## src/amd_pkg.sv

```systemverilog
// Constants, types and opcode groups shared by the addressing-mode decoder.
// Assumes an 8-bit core with a 16-bit byte address space and one memory port.
package amd_pkg;

    // =========================================================
    // prebytes and page zero
    localparam logic [7:0] PRE_NONE          = 8'h00;
    localparam logic [7:0] PRE_Y_SELECT      = 8'h90; // prebyte_y_select
    localparam logic [7:0] PRE_INDIRECT_Y    = 8'h91; // prebyte_indirect_y
    localparam logic [7:0] PRE_INDIRECT_X    = 8'h92; // prebyte_indirect_x
    localparam logic [7:0] PAGE0_HI          = 8'h00;

    // =========================================================
    // opcode groups, upper nibble of the opcode
    localparam logic [3:0] GRP_BIT_REL       = 4'h0; // bit test and branch
    localparam logic [3:0] GRP_BIT_SET       = 4'h1; // bit set / reset
    localparam logic [3:0] GRP_REL           = 4'h2; // conditional_relative_branch
    localparam logic [3:0] GRP_RMW_DIR       = 4'h3; // rmw short direct
    localparam logic [3:0] GRP_RMW_ACC       = 4'h4; // rmw on accumulator
    localparam logic [3:0] GRP_RMW_IDXREG    = 4'h5; // rmw on index register
    localparam logic [3:0] GRP_RMW_IDX_S     = 4'h6; // rmw short indexed
    localparam logic [3:0] GRP_RMW_IDX0      = 4'h7; // rmw no-offset indexed
    localparam logic [3:0] GRP_MISC0         = 4'h8; // inherent
    localparam logic [3:0] GRP_MISC1         = 4'h9; // inherent
    localparam logic [3:0] GRP_IMM           = 4'ha;
    localparam logic [3:0] GRP_DIR_S         = 4'hb;
    localparam logic [3:0] GRP_DIR_L         = 4'hc;
    localparam logic [3:0] GRP_IDX_L         = 4'hd;
    localparam logic [3:0] GRP_IDX_S         = 4'he;
    localparam logic [3:0] GRP_IDX0          = 4'hf;

    // =========================================================
    // addressing modes
    typedef enum logic [4:0] {
        MODE_INH    = 5'b00000,
        MODE_IMM    = 5'b00001,
        MODE_DIR_S  = 5'b00010,
        MODE_DIR_L  = 5'b00011,
        MODE_IDX0   = 5'b00100,
        MODE_IDX_S  = 5'b00101,
        MODE_IDX_L  = 5'b00110,
        MODE_IND_S  = 5'b00111,
        MODE_IND_L  = 5'b01000,
        MODE_INDX_S = 5'b01001,
        MODE_INDX_L = 5'b01010,
        MODE_REL_D  = 5'b01011,
        MODE_REL_I  = 5'b01100,
        MODE_BIT_D  = 5'b01101,
        MODE_BIT_I  = 5'b01110,
        MODE_BIT_DR = 5'b01111,
        MODE_BIT_IR = 5'b10000
    } amd_mode_t;

    // =========================================================
    // sequencer states
    typedef enum logic [2:0] {
        ST_IDLE = 3'b000,
        ST_OP   = 3'b001,
        ST_ARG  = 3'b010,
        ST_PTR  = 3'b011,
        ST_FIN  = 3'b100
    } amd_state_t;

    // =========================================================
    // carriers
    typedef struct packed {
        logic      illegal;
        logic      use_y;
        amd_mode_t mode;
        logic [1:0] nargs;  // bytes after the opcode
        logic [1:0] nptr;   // bytes read through the pointer
    } amd_dec_t;

    typedef struct packed {
        logic        req;
        logic        fetch; // 1: program stream, 0: pointer read
        logic [15:0] addr;
    } amd_bus_t;

    typedef struct packed {
        logic        illegal;
        logic        use_y;
        amd_mode_t   mode;
        logic [7:0]  prebyte;
        logic [7:0]  opcode;
        logic [2:0]  len;
        logic [7:0]  operand;
        logic [15:0] ea;
        logic [15:0] target;
    } amd_result_t;

endpackage

```

## src/amd_decoder.sv

```systemverilog
// Addressing-mode decoder: fetches prebyte, opcode, address bytes and
// pointers, then reports mode, length, effective address and branch target.
// Assumes one byte-wide memory port that answers each request with bus_valid.
`timescale 1ns/10ps

module amd_decoder (
    input  wire logic            clk,
    input  wire logic            rst_n,
    input  wire logic            dec_start,
    input  wire logic [15:0]     pc_in,
    input  wire logic [7:0]      idx_x,
    input  wire logic [7:0]      idx_y,
    input  wire logic            bus_valid,
    input  wire logic [7:0]      bus_rdata,
    output amd_pkg::amd_bus_t    bus,
    output logic                 dec_busy,
    output logic                 dec_valid,
    output amd_pkg::amd_result_t result
);
    import amd_pkg::*;

    amd_state_t  state;
    amd_dec_t    dec;
    amd_dec_t    next_dec;
    amd_result_t next_result;
    logic [15:0] pc;
    logic [7:0]  pre;
    logic [7:0]  opc;
    logic [7:0]  b1;
    logic [7:0]  b2;
    logic [15:0] ptr;
    logic [1:0]  cnt;

    // =========================================================
    // opcode and prebyte to mode
    function automatic amd_dec_t decode_op(input logic [7:0] op, input logic [7:0] pb);
        amd_dec_t d;
        logic     ind;
        logic     iy;
        logic     ok_ind;
        d      = '0;
        ind    = (pb == PRE_INDIRECT_X) || (pb == PRE_INDIRECT_Y);
        iy     = (pb == PRE_INDIRECT_Y);
        ok_ind = 1'b0;
        case (op[7:4])
            GRP_BIT_REL: begin
                d.mode = ind ? MODE_BIT_IR : MODE_BIT_DR;
                ok_ind = !iy;
            end
            GRP_BIT_SET: begin
                d.mode = ind ? MODE_BIT_I : MODE_BIT_D;
                ok_ind = !iy;
            end
            GRP_REL: begin
                d.mode = ind ? MODE_REL_I : MODE_REL_D;
                ok_ind = !iy;
            end
            GRP_RMW_DIR, GRP_DIR_S: begin
                d.mode = ind ? MODE_IND_S : MODE_DIR_S;
                ok_ind = !iy;
            end
            GRP_RMW_IDX_S, GRP_IDX_S: begin
                d.mode = ind ? MODE_INDX_S : MODE_IDX_S;
                ok_ind = 1'b1;
            end
            GRP_RMW_IDX0, GRP_IDX0: begin
                d.mode = MODE_IDX0; // no indirect form without an offset
            end
            GRP_IMM: begin
                d.mode = MODE_IMM;
            end
            GRP_DIR_L: begin
                d.mode = ind ? MODE_IND_L : MODE_DIR_L;
                ok_ind = !iy;
            end
            GRP_IDX_L: begin
                d.mode = ind ? MODE_INDX_L : MODE_IDX_L;
                ok_ind = 1'b1;
            end
            default: begin
                d.mode = MODE_INH;
            end
        endcase
        // y select only from the accumulator rmw group up; indirect prebytes only where a form exists
        d.illegal = (ind && !ok_ind) ||
                    ((pb == PRE_Y_SELECT) && (op[7:4] < GRP_RMW_ACC));
        d.use_y   = (pb == PRE_Y_SELECT) || iy;
        if (d.illegal) begin
            d.mode = MODE_INH;
        end
        // bytes after the opcode and bytes read through a pointer
        case (d.mode)
            MODE_INH, MODE_IDX0: begin
                d.nargs = 2'd0;
                d.nptr  = 2'd0;
            end
            MODE_IMM, MODE_DIR_S, MODE_IDX_S, MODE_REL_D, MODE_BIT_D: begin
                d.nargs = 2'd1;
                d.nptr  = 2'd0;
            end
            MODE_DIR_L, MODE_IDX_L: begin
                d.nargs = 2'd2;
                d.nptr  = 2'd0;
            end
            MODE_IND_S, MODE_INDX_S, MODE_REL_I, MODE_BIT_I: begin
                d.nargs = 2'd1;
                d.nptr  = 2'd1;
            end
            MODE_IND_L, MODE_INDX_L: begin
                d.nargs = 2'd1;
                d.nptr  = 2'd2;
            end
            MODE_BIT_DR: begin
                d.nargs = 2'd2;
                d.nptr  = 2'd0;
            end
            MODE_BIT_IR: begin
                d.nargs = 2'd2;
                d.nptr  = 2'd1;
            end
            default: begin
                d.nargs = 2'd0;
                d.nptr  = 2'd0;
            end
        endcase
        return d;
    endfunction

    function automatic logic [15:0] sext8(input logic [7:0] v);
        return {{8{v[7]}}, v};
    endfunction

    // decode of the byte on the bus while the opcode is awaited
    always_comb begin
        next_dec = decode_op(bus_rdata, pre);
    end

    // =========================================================
    // effective address, target and length from the gathered bytes
    always_comb begin
        logic [7:0] idx;
        idx                 = dec.use_y ? idx_y : idx_x;
        next_result         = '0;
        next_result.illegal = dec.illegal;
        next_result.use_y   = dec.use_y;
        next_result.mode    = dec.mode;
        next_result.prebyte = pre;
        next_result.opcode  = opc;
        next_result.len     = 3'd1 + {2'b00, pre != PRE_NONE} + {1'b0, dec.nargs};
        case (dec.mode)
            MODE_IMM: begin
                next_result.operand = b1;
            end
            MODE_DIR_S, MODE_BIT_D: begin
                next_result.ea = {PAGE0_HI, b1};
            end
            MODE_DIR_L: begin
                next_result.ea = {b1, b2};
            end
            MODE_IDX0: begin
                next_result.ea = {PAGE0_HI, idx};
            end
            MODE_IDX_S: begin
                next_result.ea = {PAGE0_HI, b1} + {PAGE0_HI, idx};
            end
            MODE_IDX_L: begin
                next_result.ea = {b1, b2} + {PAGE0_HI, idx};
            end
            MODE_IND_S, MODE_BIT_I: begin
                next_result.ea = {PAGE0_HI, ptr[7:0]};
            end
            MODE_IND_L: begin
                next_result.ea = ptr;
            end
            MODE_INDX_S: begin
                next_result.ea = {PAGE0_HI, ptr[7:0]} + {PAGE0_HI, idx};
            end
            MODE_INDX_L: begin
                next_result.ea = ptr + {PAGE0_HI, idx};
            end
            MODE_REL_D: begin
                next_result.target = pc + sext8(b1);
            end
            MODE_REL_I: begin
                next_result.target = pc + sext8(ptr[7:0]);
            end
            MODE_BIT_DR: begin
                next_result.ea     = {PAGE0_HI, b1};
                next_result.target = pc + sext8(b2);
            end
            MODE_BIT_IR: begin
                next_result.ea     = {PAGE0_HI, ptr[7:0]};
                next_result.target = pc + sext8(b2);
            end
            default: begin
                next_result.ea = 16'h0000; // inherent: no address
            end
        endcase
    end

    // =========================================================
    // fetch sequencer: prebyte, opcode, address bytes, pointer reads
    always_ff @(posedge clk or negedge rst_n) begin
        if (!rst_n) begin
            state     <= ST_IDLE;
            bus       <= '0;
            dec       <= '0;
            pc        <= 16'h0000;
            pre       <= 8'h00;
            opc       <= 8'h00;
            b1        <= 8'h00;
            b2        <= 8'h00;
            ptr       <= 16'h0000;
            cnt       <= 2'd0;
            dec_busy  <= 1'b0;
        end else begin
            unique case (state)
                ST_IDLE: begin
                    if (dec_start) begin
                        pc        <= pc_in;
                        pre       <= PRE_NONE;
                        bus.req   <= 1'b1;
                        bus.fetch <= 1'b1;
                        bus.addr  <= pc_in;
                        dec_busy  <= 1'b1;
                        state     <= ST_OP;
                    end
                end
                ST_OP: begin
                    if (bus_valid) begin
                        pc       <= pc + 16'h0001;
                        bus.addr <= pc + 16'h0001;
                        if ((pre == PRE_NONE) && ((bus_rdata == PRE_Y_SELECT) ||
                            (bus_rdata == PRE_INDIRECT_X) || (bus_rdata == PRE_INDIRECT_Y))) begin
                            pre <= bus_rdata;
                        end else begin
                            opc <= bus_rdata;
                            dec <= next_dec;
                            ptr <= 16'h0000;
                            cnt <= 2'd0;
                            if (next_dec.nargs == 2'd0) begin
                                bus.req <= 1'b0;
                                state   <= ST_FIN;
                            end else begin
                                state <= ST_ARG;
                            end
                        end
                    end
                end
                ST_ARG: begin
                    if (bus_valid) begin
                        pc       <= pc + 16'h0001;
                        bus.addr <= pc + 16'h0001;
                        if (cnt == 2'd0) begin
                            b1 <= bus_rdata;
                        end else begin
                            b2 <= bus_rdata;
                        end
                        if (cnt + 2'd1 == dec.nargs) begin
                            cnt <= 2'd0;
                            if (dec.nptr != 2'd0) begin
                                // pointer lives in page zero at the first address byte
                                bus.fetch <= 1'b0;
                                bus.addr  <= {PAGE0_HI, (cnt == 2'd0) ? bus_rdata : b1};
                                state     <= ST_PTR;
                            end else begin
                                bus.req <= 1'b0;
                                state   <= ST_FIN;
                            end
                        end else begin
                            cnt <= cnt + 2'd1;
                        end
                    end
                end
                ST_PTR: begin
                    if (bus_valid) begin
                        ptr <= {ptr[7:0], bus_rdata}; // word pointer: high byte first
                        if (cnt + 2'd1 == dec.nptr) begin
                            bus.req <= 1'b0;
                            state   <= ST_FIN;
                        end else begin
                            cnt      <= cnt + 2'd1;
                            bus.addr <= {PAGE0_HI, b1 + 8'h01};
                        end
                    end
                end
                ST_FIN: begin
                    bus.fetch <= 1'b1;
                    dec_busy  <= 1'b0;
                    state     <= ST_IDLE;
                end
            endcase
        end
    end

    // =========================================================
    // result register and completion pulse
    always_ff @(posedge clk or negedge rst_n) begin
        if (!rst_n) begin
            result    <= '0;
            dec_valid <= 1'b0;
        end else begin
            dec_valid <= (state == ST_FIN);
            if (state == ST_FIN) begin
                result <= next_result;
            end
        end
    end

endmodule

```

## config.mk

```make
export PLATFORM = sky130hd
export DESIGN_NAME = amd_decoder
export DESIGN_NICKNAME = d
export VERILOG_FILES = /design/src/amd_pkg.sv /design/src/amd_decoder.sv
export SDC_FILE = /design/constraint.sdc
export NUM_CORES = 1
export LEC_CHECK = 0
export BUFFER_PORTS_ARGS = -buffer_cell sky130_fd_sc_hd__buf_4
export CORE_MARGIN = 1
export CORE_UTILIZATION = 32
export CTS_CLUSTER_SIZE = 28
export DETAILED_ROUTE_END_ITERATION = 12
export GPL_TIMING_DRIVEN = 1
export PLACE_DENSITY_LB_ADDON = 0.08
export SLEW_MARGIN = 0
export SYNTH_ARGS = -nofsm -noshare
export SYNTH_HDL_FRONTEND = slang
export SYNTH_SLANG_ARGS = --single-unit
```

## constraint.sdc

```tcl
create_clock -name clk -period 4.5 [get_ports clk]
set_input_delay 0 -clock clk [delete_from_list [all_inputs] [get_ports clk]]
set_output_delay 0 -clock clk [all_outputs]
set_load 0.02 [all_outputs]
```

Word level (Yosys, flattened, before mapping). Memory sizes are Yosys's and may differ from the RTL's. Cells that the tools add are included.

Add/subtract/negate cells: 12. Multipliers: 0. Divide/modulo/power cells: 0. Order comparisons: 1. Equality and inequality tests: 52. Shifts and indexed selects: 0. Muxes and demuxes: 60. Bitwise logic cells: 2. Reduce and logical (&&, ||, !) cells: 45.

Operators by type and width (count): $pmux W16 S9 (1); $mux W16 (7); $pmux W16 S2 (2); $pmux W16 S4 (1); $mux W18 (3); $add A16 B16 Y16 (3); $eq A8 B8 Y1 const B (6); $mux W8 (6); $pmux W16 S3 (1); $pmux W5 S9 (1); $eq A5 B4 Y1 const B (8); $mux W3 (11); $add A16 B8 Y16 (2); $eq A4 B4 Y1 const B (6); $ne A2 B2 Y1 const B (12); $eq A5 B3 Y1 const B (4); $add A8 B8 Y9 (2); $mux W17 (1); $add A16 B1 Y16 const B (1); $pmux W8 S2 (1); $pmux W3 S5 (1); $mux W2 (7); $mux W4 (3); $reduce_and A6 Y1 (2); 43 further kinds (80).

Bits in registers: 166. Latch bits: 0. Bits in writable memories: 0. ROM bits: 128. Input port bits: 44. Output and inout bits: 86. Logic and storage cells: 200. Memories: 1.

Memories: (name not given) (depth 32, width 4, rd ports 1, clocked after Yosys merged registers in 0, write ports 0, line amd_decoder.sv:92) `case (d.mode)`.

Depth between registers and ports, before layout. An unclocked memory read counts as a cell.

Depth after elaboration: 13. Gate-level depth with buffers: 16. Gate-level depth less buffers: 15.

Worst setup path after synthesis. OpenSTA, ideal clock, no wires.

Kind: flip-flop to flip-flop. Start point: register dec[7] (netlist name). End point: register result[14] (netlist name). Setup time: 0.121 ns. Arrival: 3.351 ns. Required time: 4.379 ns. Setup slack: 1.028 ns. Cell stages (with the launch flop): 14. Path buffers: 1. Period minus slack after synthesis: 3.472 ns. Path through: dfrtp_1 buf_2 or3b_2 nor2_2 nor2_1 a21o_1 ha_1 a21oi_1 nor3b_1 a211oi_1 nor3_1 o41ai_1 xor2_1 a22o_1.

Longest elaborated chain between the ends: 3. Elaborated cells between the ends (all ways): 6. Those cells by class: 4 x eq/ne; 1 x mux; 1 x reduce/logical.

Ends and longest elaborated chain: from (decl) (line amd_decoder.sv:23) `amd_dec_t dec;`; from (signal assigned) (line amd_decoder.sv:238) `dec <= next_dec;`; $eq A5 B5 Y1 / $eq A5 B4 Y1 (equally long branches) (line amd_decoder.sv:150) `case (dec.mode)`; $reduce_or A2 Y1 (no line); $pmux W16 S3 (*) (line amd_decoder.sv:150); to (signal assigned) (line amd_decoder.sv:305) `result <= next_result;`; to (decl) (line amd_decoder.sv:18) `output amd_pkg::amd_result_t result`.

Mark *: on every way between the ends. The rest lies on a longest branch, timed or not. A chain may end at the register's enable or synchronous reset.

Final worst setup path.
Start point: register dec[8] (netlist name). End point: register result[14] (netlist name).

The elaborated chain is that of the path after synthesis.

==> run metrics <==
status=complete, no violations; ys flop type=dfrtp_1; Leak=5.86 nW; CP cell instances=nand2b_1 > o22ai_2 > nor2_1 > nand2_1 > nand2_1 > ha_1 > inv_1 > fa_1 > nor2b_1 > o31ai_1 > a211oi_1 > nor3_1 > o41ai_1 > xor2_1 > a22o_1; nets=1390; hold depth=2; worst-case reg-to-reg path depth=15; Setup Skew=0.0120 ns; Arrival @ worst endpoint=4.23 ns; area leader, netlist=dfrtp_1; I/O pins=130; first-pass GRT wire length=52.7 mm; Crit Path Class=flop to flop; row cnt=65; H-Tree Depth=4; CP required=4.84 ns; Core Area=31900 um^2; Die Wd=183 um; hold buffers post-CTS=25; I/O Buffers=129; max-slew violations=0; Gate Count Post-Synth=1169; Hold Vio Cnt, Final=0; Vias/cell=5.25; DRC viols=0; Post-Route WL=33.1 mm; Tot Pwr=0.00898 W; Max-cap violations=0; wire per inst=18.9 um; post-synthesis cell area=10500 um^2; Yosys warnings=0; vias in the first global route=9001; Post-synth EDFFs=0; most frequent cells in the layout=nand2_1 (189), dfrtp_1 (166), buf_4 (155); commonest non-fill, non-tap cell in the layout=nand2_1; DR vias=9188; CTS resizes=0; top post-synthesis cells by area=dfrtp_1 (40%), nand2_1 (6.8%), mux2_2 (5.4%), ha_1 (4.9%), o21ai_0 (3.9%); largest net degree at the start of global routing=93; ANT cells=0; TritonCTS Sinks=166; post-synthesis register bit count=166; final setup vio count=0; drt initial violations=606; Hold Path Class=input pin to flop; antenna-violating nets left=0; global route total overflow=0; dpl ws=0.609 ns; Die H=183 um; layout cells sized above 1=19.8%; Distinct cells, synth=80; Period Utilization, post-route=86.4%; most frequent CP cell=nand2_1; Max-slew headroom=31.7%; clk root buf=clkbuf_16; Avg Inst Size Synth=8.96 um^2; RSZ-0062 raised after global routing=no; Total GRT Usage=20.4%; Setup Buffers After CTS=0; initial antenna violation count=0; Worst Tran Pin Value=1.02 ns; First-pass DRT Iterations=6; CP Launch Type=flop; TritonCTS clock tree=built; timing-limited maximum frequency=257 MHz; clk_lat worst skew=0.45 ns; peak per-stage delay on the critical path=0.60 ns; total CTS buffers=17; Setup WS post-layout=0.610 ns; internal reg-to-reg setup slack=0.61 ns; fin crit period=3.89 ns; Synth top area share=39.6%; register area share after synthesis=39.6%; VDD IR-drop max=0.375 mV; crit end category=flop; post-route cell area=12800 um^2; Mapped Nets=1257; Post-Place Cell Area=12000 um^2; initial core utilization=32.9%; Final GP Congestion=0.869; maximum fanout along the worst path=15; CP max-delay cell=dfrtp_1; ys async rst share=100%; clock-pin slew of the registers on the worst-case setup and hold paths=0.07 ns; HPWL Detailed=23.9 mm; clock buffer depth=2; area delta synth->final=22.1%; die area=33500 um^2; power density over the cells=702 nW/um^2; setup TNS=0 ns
-- path summary, 6_finish.rpt --
check                                  startpoint                endpoint
setup / recovery               dec[8]$_DFFE_PN0P_  result[14]$_DFFE_PN0P_
hold reg to reg            result[21]$_DFFE_PN0P_  result[21]$_DFFE_PN0P_
setup reg to reg               dec[8]$_DFFE_PN0P_  result[14]$_DFFE_PN0P_
hold / removal                       bus_rdata[5]       b2[5]$_DFFE_PN0P_
min in group asynchronous                   rst_n  result[17]$_DFFE_PN0P_
max in group asynchronous                   rst_n      pc[14]$_DFFE_PN0P_
-- routing by layer --
layer  vias up  track usage (%)  share of wire (%)
li1       4521                -                  -
met3        28             3.04                4.2
met2       239             30.8                 44
met5         -                0                  0
met4         0             5.90                1.5
met1      4400             29.9                 50
-- report_power, final --
group          switching (W)  total [W]  internal (W)
clock network       0.000707    0.00146      0.000750
logic                0.00285    0.00485       0.00200
registers           0.000657    0.00268       0.00202
total                0.00422    0.00898       0.00477
-- cell usage after synthesis, types with 14 or more instances --
cell and count:
nand2_1 190, dfrtp_1 166, o21ai_0 82, a21oi_1 66, clkbuf_1 52, mux2_2 50
nor2_1 46, ha_1 41, inv_1 39, nand3_1 36, nor3_1 32, xor2_1 30
xnor2_1 29, a22oi_1 27, mux2i_1 18, o21ai_1 18, a22o_1 15, o31ai_1 14
-- flip-flops by register name (all words and copies together), names as in the netlist --
| signal | cells |
|---|---|
| ptr | 16 |
| opc | 8 |
| pc | 16 |
| state | 3 |
| b2 | 8 |
| b1 | 8 |
| dec_valid | 1 |
| dec_busy | 1 |
| pre | 8 |
| dec | 11 |
| bus | 18 |
| result | 66 |
| cnt | 2 |
-- per-stage QoR --
| step | hold slack (ns) | utilization (%) | std cells |
|---|---|---|---|
| floorplan | -0.296 | - | 1169 |
| global placement | 0.161 | 37.5 | 1693 |
| detailed placement | 0.162 | 37.5 | 1693 |
| CTS | 0.00277 | 40.1 | 1750 |
| global route | 0.0346 | 40.1 | 1750 |
| finish | 0.0411 | 40.1 | 1750 |
-- critical path, delay by kind of cell (launching register included) --
family / cells / cell delay, ns
compound gates: 5 / 1.31
simple gates: 6 / 1.10
flops: 1 / 0.60
fa+ha+maj: 2 / 0.57
xor+xnor: 1 / 0.11
buf+inv: 1 / 0.06
-- cells by family (layout without fill, tap and decap cells) --
| kind of cell | after synthesis | in the layout | synth area share, % |
|---|---|---|---|
| muxes | 73 | 73 | 7.63 |
| DFF | 166 | 166 | 39.6 |
| xor gates and xnor gates | 59 | 59 | 4.93 |
| AOI/OAI and AO/OA | 340 | 340 | 21.6 |
| buffers and inverters | 109 | 255 | 4.01 |
| and+or+nand+nor | 378 | 378 | 16.8 |
| adders and majority gates | 44 | 44 | 5.47 |
-- final cells by class --
| class | count | area, um^2 |
|---|---|---|
| fillers | 3257 | 19100 |
| multi-input cells | 894 | 5920 |
| flip-flops and latches | 166 | 4150 |
| repair buffers | 182 | 1450 |
| well taps | 435 | 544 |
| clock buffers | 18 | 439 |
| inverters | 41 | 154 |
| clock inverters | 14 | 135 |
Note: power is estimated with default switching activity, not from simulation.
